$ cat src/core/dcr_pkg.sv
// Package with the register map and field layout of the down-converter configuration bank
// Notes on behaviour
// - Filters 0,2: code 00 connects, 01 disconnects
// - Filters 1,3: code 00 disconnects, 01 connects
// - Rising strobe bits 7..4 load oscillators 3..0
// - Negative image applies only in complex mode
// - Mode bit: continuous or infinite phase coherent
// - Low-latency bit bypasses all digital processing
// - Disable bit stops pin-switch automatic frequency loads
// - Select bit: pins or selection register source
// - Rising common bit loads all four oscillators
// - Per-filter field picks active frequency, register mode
// - Per-filter decimation nibbles apply in unequal mode
// - Code 0 bypasses, 1 by 2, 15 by 32768
// - Unequal bit picks common or per-filter factors
// - Complex enable picks real or complex decimation
package dcr_pkg;
    localparam int ADDR_W = 12;
    localparam logic [ADDR_W-1:0] OFS_SRC = 12'h163;
    localparam logic [ADDR_W-1:0] OFS_OSC = 12'h164;
    localparam logic [ADDR_W-1:0] OFS_FEAT = 12'h165;
    localparam logic [ADDR_W-1:0] OFS_FSEL = 12'h166;
    localparam logic [ADDR_W-1:0] OFS_DEC_A = 12'h167;
    localparam logic [ADDR_W-1:0] OFS_DEC_B = 12'h168;
    localparam logic [7:0] RST_SRC = 8'h00;
    localparam logic [7:0] RST_OSC = 8'h00;
    localparam logic [7:0] RST_FEAT = 8'h00;
    localparam logic [7:0] RST_FSEL = 8'h00;
    localparam logic [7:0] RST_DEC = 8'h00;
    localparam int OSC_LOAD_LSB = 4;
    localparam int OSC_NEG_IMAGE = 3;
    localparam int OSC_PHASE_MODE = 0;
    localparam int FEAT_LOW_LAT = 4;
    localparam int FEAT_AUTO_DIS = 2;
    localparam int FEAT_REG_SEL = 1;
    localparam int FEAT_COMMON_LOAD = 0;
    localparam logic [1:0] SRC_EVEN_ON = 2'h0;
    localparam logic [1:0] SRC_ODD_ON = 2'h1;
    localparam logic [3:0] DEC_BYPASS = 4'h0;
endpackage : dcr_pkg

$ cat src/core/dcr_decim_dec.sv
// Decimation code selection and decode for one filter
`timescale 1ns/10ps
`default_nettype none
module dcr_decim_dec
(
    // Clock and reset
    input wire logic i_sys_clk,
    input wire logic i_arst_n,
    // Codes and modes
    input wire logic [3:0] i_code,
    input wire logic [3:0] i_common_code,
    input wire logic i_unequal,
    input wire logic i_low_latency,
    // Decoded result
    output logic o_bypass,
    output logic [3:0] o_log2,
    output logic [15:0] o_factor
);
    import dcr_pkg::*;

    logic [3:0] code_nxt;

    assign code_nxt = i_unequal ? i_code : i_common_code;

    always_ff @(posedge i_sys_clk or negedge i_arst_n)
    begin
        if (!i_arst_n)
        begin
            o_bypass <= 1'b1;
            o_log2 <= 4'h0;
            o_factor <= 16'h0001;
        end
        else
        begin
            // Bypass reports factor one so downstream never sees a zero ratio
            o_bypass <= i_low_latency || (code_nxt == DEC_BYPASS);
            o_log2 <= i_low_latency ? 4'h0 : code_nxt;
            o_factor <= i_low_latency ? 16'h0001 : (16'h0001 << code_nxt);
        end
    end
endmodule : dcr_decim_dec
`default_nettype wire

$ cat src/core/dcr_regs.sv
// Down-converter and oscillator configuration register bank
`timescale 1ns/10ps
`default_nettype none
module dcr_regs
(
    // Clock and reset
    input wire logic i_sys_clk,
    input wire logic i_arst_n,
    // Register port from the serial control decoder
    input wire logic i_wr_en,
    input wire logic i_rd_en,
    input wire logic [dcr_pkg::ADDR_W-1:0] i_addr,
    input wire logic [7:0] i_wdata,
    output logic [7:0] o_rdata,
    output logic o_rd_valid,
    // Fields held in neighbouring registers
    input wire logic i_complex_decim_enable,
    input wire logic i_unequal_decim,
    input wire logic [3:0] i_common_decim_code,
    // Frequency selection pins, two per filter
    input wire logic [7:0] i_pin_freq_select,
    // Controls to the processing path
    output logic [3:0] o_filter_connected,
    output logic [3:0] o_osc_load,
    output logic o_negative_image,
    output logic o_phase_coherent,
    output logic o_complex_mode,
    output logic o_low_latency,
    output logic [7:0] o_freq_select,
    output logic [3:0] o_decim_bypass,
    output logic [15:0] o_decim_log2,
    output logic [63:0] o_decim_factor
);
    import dcr_pkg::*;

    logic [7:0] src_r;
    logic [7:0] osc_r;
    logic [7:0] feat_r;
    logic [7:0] fsel_r;
    logic [7:0] dec_a_r;
    logic [7:0] dec_b_r;
    logic [7:0] pin_prev_r;
    logic [7:0] rdata_nxt;
    logic [3:0] load_nxt;
    logic [3:0] osc_rise;
    logic [3:0] pin_change;
    logic common_rise;
    logic [15:0] dec_codes;

    always_ff @(posedge i_sys_clk or negedge i_arst_n)
    begin
        if (!i_arst_n)
        begin
            src_r <= RST_SRC;
            osc_r <= RST_OSC;
            feat_r <= RST_FEAT;
            fsel_r <= RST_FSEL;
            dec_a_r <= RST_DEC;
            dec_b_r <= RST_DEC;
        end
        else if (i_wr_en)
        begin
            // Reserved bits are stored as written; software keeps them zero
            case (i_addr)
                OFS_SRC: src_r <= i_wdata;
                OFS_OSC: osc_r <= i_wdata;
                OFS_FEAT: feat_r <= i_wdata;
                OFS_FSEL: fsel_r <= i_wdata;
                OFS_DEC_A: dec_a_r <= i_wdata;
                OFS_DEC_B: dec_b_r <= i_wdata;
                default: ;
            endcase
        end
    end

    always_comb
    begin
        case (i_addr)
            OFS_SRC: rdata_nxt = src_r;
            OFS_OSC: rdata_nxt = osc_r;
            OFS_FEAT: rdata_nxt = feat_r;
            OFS_FSEL: rdata_nxt = fsel_r;
            OFS_DEC_A: rdata_nxt = dec_a_r;
            OFS_DEC_B: rdata_nxt = dec_b_r;
            default: rdata_nxt = 8'h00;
        endcase
    end

    always_ff @(posedge i_sys_clk or negedge i_arst_n)
    begin
        if (!i_arst_n)
        begin
            o_rdata <= 8'h00;
            o_rd_valid <= 1'b0;
        end
        else
        begin
            o_rd_valid <= i_rd_en;
            if (i_rd_en)
            begin
                o_rdata <= rdata_nxt;
            end
        end
    end

    // Edges are taken against the stored bit, so rewriting a 1 loads nothing
    assign common_rise = i_wr_en && (i_addr == OFS_FEAT) && i_wdata[FEAT_COMMON_LOAD]
                         && !feat_r[FEAT_COMMON_LOAD];

    generate
        for (genvar g = 0; g < 4; g++)
        begin : g_osc
            assign osc_rise[g] = i_wr_en && (i_addr == OFS_OSC) && i_wdata[OSC_LOAD_LSB + g]
                                 && !osc_r[OSC_LOAD_LSB + g];
            // Pin switching reloads only while the pins are the selection source
            assign pin_change[g] = !feat_r[FEAT_REG_SEL] && !feat_r[FEAT_AUTO_DIS]
                                   && (i_pin_freq_select[2*g +: 2] != pin_prev_r[2*g +: 2]);
        end
    endgenerate

    assign load_nxt = osc_rise | {4{common_rise}} | pin_change;

    always_ff @(posedge i_sys_clk or negedge i_arst_n)
    begin
        if (!i_arst_n)
        begin
            o_osc_load <= 4'h0;
            pin_prev_r <= 8'h00;
        end
        else
        begin
            o_osc_load <= load_nxt;
            pin_prev_r <= i_pin_freq_select;
        end
    end

    always_ff @(posedge i_sys_clk or negedge i_arst_n)
    begin
        if (!i_arst_n)
        begin
            o_filter_connected <= 4'h0;
            o_negative_image <= 1'b0;
            o_phase_coherent <= 1'b0;
            o_complex_mode <= 1'b0;
            o_low_latency <= 1'b0;
            o_freq_select <= 8'h00;
        end
        else
        begin
            // Low latency cuts every filter off its source
            o_filter_connected[0] <= !feat_r[FEAT_LOW_LAT] && (src_r[1:0] == SRC_EVEN_ON);
            o_filter_connected[1] <= !feat_r[FEAT_LOW_LAT] && (src_r[3:2] == SRC_ODD_ON);
            o_filter_connected[2] <= !feat_r[FEAT_LOW_LAT] && (src_r[5:4] == SRC_EVEN_ON);
            o_filter_connected[3] <= !feat_r[FEAT_LOW_LAT] && (src_r[7:6] == SRC_ODD_ON);
            o_negative_image <= osc_r[OSC_NEG_IMAGE] && i_complex_decim_enable;
            o_phase_coherent <= osc_r[OSC_PHASE_MODE];
            o_complex_mode <= i_complex_decim_enable;
            o_low_latency <= feat_r[FEAT_LOW_LAT];
            o_freq_select <= feat_r[FEAT_REG_SEL] ? fsel_r : i_pin_freq_select;
        end
    end

    assign dec_codes = {dec_b_r, dec_a_r};

    generate
        for (genvar f = 0; f < 4; f++)
        begin : g_dec
            dcr_decim_dec u_dec
            (
                .i_sys_clk(i_sys_clk),
                .i_arst_n(i_arst_n),
                .i_code(dec_codes[4*f +: 4]),
                .i_common_code(i_common_decim_code),
                .i_unequal(i_unequal_decim),
                .i_low_latency(feat_r[FEAT_LOW_LAT]),
                .o_bypass(o_decim_bypass[f]),
                .o_log2(o_decim_log2[4*f +: 4]),
                .o_factor(o_decim_factor[16*f +: 16])
            );
        end
    endgenerate
endmodule : dcr_regs
`default_nettype wire

$ cat config.mk
export PLATFORM = sky130hd
export DESIGN_NAME = dcr_regs
export DESIGN_NICKNAME = d
export VERILOG_FILES = /design/src/core/dcr_pkg.sv /design/src/core/dcr_decim_dec.sv /design/src/core/dcr_regs.sv
export SDC_FILE = /design/constraint.sdc
export NUM_CORES = 1
export LEC_CHECK = 0
export BUFFER_PORTS_ARGS = -buffer_cell sky130_fd_sc_hd__clkbuf_2
export CORE_ASPECT_RATIO = 1.5
export CORE_MARGIN = 2
export CORE_UTILIZATION = 50
export DETAILED_ROUTE_END_ITERATION = 8
export GPL_TIMING_DRIVEN = 0
export MAX_ROUTING_LAYER = met4
export PLACE_DENSITY = 0.75
export SETUP_SLACK_MARGIN = 0.4
export SLEW_MARGIN = 20
export SYNTH_ARGS = -nofsm -noshare
export SYNTH_HDL_FRONTEND = slang
export SYNTH_SLANG_ARGS = --single-unit
$ cat constraint.sdc
create_clock -name i_sys_clk -period 1.8 [get_ports i_sys_clk]
set_input_delay 0.18 -clock i_sys_clk [delete_from_list [all_inputs] [get_ports i_sys_clk]]
set_output_delay 0.18 -clock i_sys_clk [all_outputs]
set_load 0.05 [all_outputs]
==> out/qor.csv <==
metric,value,unit
Starting Density,50.6,%
Crit Path Class,reg2reg,
Layout Utilization,65.9,%
Pleak,4.24,nW
CP Data Required Time,2090,ps
Pre-antenna DRT Iters,5,
Cell Rows,51,
PD cells,996,nW/um^2
grt total ovfl,0,
IO Port Bufs,145,
crit path DAT,1830,ps
Worst Hold Class,in2reg,
largest net degree at the start of global routing,90,
Post-DRT Antenna Nets,0,
Post-Syn Nets,534,
placed cells,801,
met3 wire len,902,um
R2R setup slack,260,ps
crit-path leading delay family,compound AO/OA/AOI/OAI gates,
RD Place Congestion,0.919,
top post-synthesis cells by area,"dfrtp_1, mux2_2, nor2_1",
final hold slack,55.4,ps
Slew Limit Headroom,57.6,%
post-route insts no fill,857,
hold path start,i_rd_en,
DIE AREA,13900,sq um
hpwl dp,11.6,mm
first-pass GRT wire length,25.7,mm
"Setup violations, final",0,
starting DRC count in detailed routing,268,
Max rail drop VDD,674,uV
Setup Skew,10.2,ps
All-Layer GR Usage,24.6,%
reg2reg end,o_rdata[5],
Max Root-Sink Buffers,2,
#FFs+latches synth,169,
area of the multi-input gates,2190,sq um
capturing element type of the critical path,register,
top-area cell type share of the netlist area,62.1,%
Mean Syn Cell Area,13.1,sq um
Max Freq,0.649,GHz
Worst Hold End,o_rdata[3],
Die H,144,um
Critical Path Max Stage Delay,480,ps
H-tree Lvls,4,
antenna cells,0,
Synth Cell Area,6490,sq um
Core Region,12800,sq um
Synth area leader,dfrtp_1,
crit-path cells,mux4_2 > a222oi_1 > o22ai_1,
Nets,723,
"FFs w/ async S/R, synth",100,%
status,"finished, final reports clean",
via-per-instance ratio,5.53,
Filler cells,945,
Critical path buffers and inverters,0,
Period minus WS final,1540,ps
Num CTS Buffers,17,
Layout area overhead,30.3,%
Post-synth EDFFs,0,
register area share after synthesis,65.3,%
worst-margin pin slew,636,ps
worst hold stages,3,
RSZ-0062 raised after global routing,true,
Max Used Layer,met4,
share of layout cells above drive strength 1,42.7,%
met2 wire length,8.78,mm
clk slew on worst S/H paths,70,ps
Slowest cell on crit path,mux4_2,
routed len/inst,18.8,um
initial antenna violation count,0,
root buffer cell,clkbuf_16,
Synth Instances,496,
max-cap violations,0,
path depth of the worst reg2reg path,3,
R2R Path Start,dec_a_r[5],
period utilization,85.6,%
Vias,4739,
CP startpoint kind,register,
ys flop type,dfrtp_1,
DR DRC count,0,
TritonCTS clock tree,done,
Ports,151,
Yosys warning total,0,
register area,4240,sq um
WL met1,5.93,mm
die width,97.0,um
final WL,16.1,mm
setup_tns,0,ps
crit path max fanout,2,
fin. max-slew vios,0,
Cell variety after synth,40,
Final Hold Vio Count,0,
vias in the first global route,5056,
clock latency on the worst-skew pair,430,ps
clock sink total,169,
registers in the layout (all words and copies together) (netlist names), 8 cells and up:
signal	flops
src_r	8
dec_b_r	8
feat_r	8
dec_a_r	8
fsel_r	8
o_rdata	8
g_dec.u_dec.o_factor	64
pin_prev_r	8
osc_r	8
g_dec.u_dec.o_log2	16
o_freq_select	8
cells in the mapped netlist, drive strengths merged (5+ instances only):
cell	count
dfrtp	161
nor2	84
mux2	56
nand2	22
a21oi	18
clkbuf	12
buf	11
nor3	11
a32oi	9
mux2i	9
dfstp	8
inv	8
nand2b	8
o21bai	8
xor2	8
mux4	7
nand3	7
nand4b	5
o21ai	5
o22ai	5
metal layers:
metal	up-vias	global-route usage (%)
met1	2364	26.6
met5	-	-
met3	58	5.45
met2	205	43.7
li1	2112	-
met4	0	10.7
kinds of logic (layout without fill, tap and decap cells):
family	Yosys count	count (layout)	share of synthesized area, %
flip-flops	169	169	65.3
AND/OR/NAND/NOR	158	158	11.9
multiplexers	72	72	13.5
AO/OA/AOI/OAI	58	58	6.17
buffers and inverters	31	233	2.06
XOR/XNOR	8	8	1.08
where the power goes:
group          switching (mW)  leakage (nW)  internal, mW  total [mW]
clock network            1.58         0.284          2.07        3.65
registers              0.0361          2.24          3.90        3.93
logic                   0.605          1.72         0.230       0.836
total                    2.22          4.24          6.20        8.42
worst max path at each step:
stage,to,start,slack [ps],depth (start not counted)
after floorplan,feat_r[0],i_addr[9],120,4
after global placement,g_dec[3].u_dec.o_factor[9],i_arst_n,-2120,1
after detailed placement,g_dec[1].u_dec.o_log2[2],feat_r[4],-190,4
after CTS,o_rdata[5],dec_a_r[5],220,3
after global routing,o_rdata[5],dec_a_r[5],190,3
final,o_rdata[5],dec_a_r[5],260,3
cells in the final DEF (no fill, tap or decap), drive strengths merged, types with 2 or more instances in the layout:
cell         count
mux2i            9
clkbuf         173
nor2            84
buf             26
a222oi           4
nor2b            3
a21oi           18
mux4             7
nand2           22
inv             12
clkinv           6
a22oi            3
nand3b           4
nor3b            3
mux2            56
bufinv           2
nand4b           5
clkinvlp         3
nand3            7
o22a             4
o21ai            5
xor2             8
a32oi            9
o21bai           8
or2              4
o22ai            5
or3              3
dfstp            8
dlygate4sd3     11
nand2b           8
dfrtp          161
nor3            11
worst reg2reg max path, cell delays in order, from the launching register on:
cell and delay (ps):
dfrtp_2 420, mux4_2 480, a222oi_1 390, o22ai_1 120
through the flow:
stage | setup slack (ps) | total power [mW] | cell area, sq um
6_report | 260 | 8.42 | 8460
5_1_grt | 193 | 8.69 | 8460
4_1_cts | 224 | 8.45 | 8390
3_5_place_dp | -188 | 4.78 | 7480
3_3_place_gp | -2120 | 4.76 | 7450
2_1_floorplan | 116 | 4.49 | 6520
area by class of cell:
type / count / area share [%]
flip-flops and latches: 169 / 50.2
plain buffers: 23 / 1.60
inverters: 8 / 0.355
well taps: 159 / 2.35
repair buffers: 170 / 12.6
clock inverters: 15 / 1.98
multi-input cells: 296 / 25.9
clock buffers: 17 / 5.03
what timing repair did:
item / 4_1_cts / 5_1_grt
endpoints found under the setup margin: 117 / 62
gates resized for setup: 28 / 15
hold endpoints to repair: 85 / 0
pin swaps: 3 / 5
buffers inserted: 11 / 2
hold buffers: 11 / 0
No activity file was read; power rests on OpenSTA's default activity.
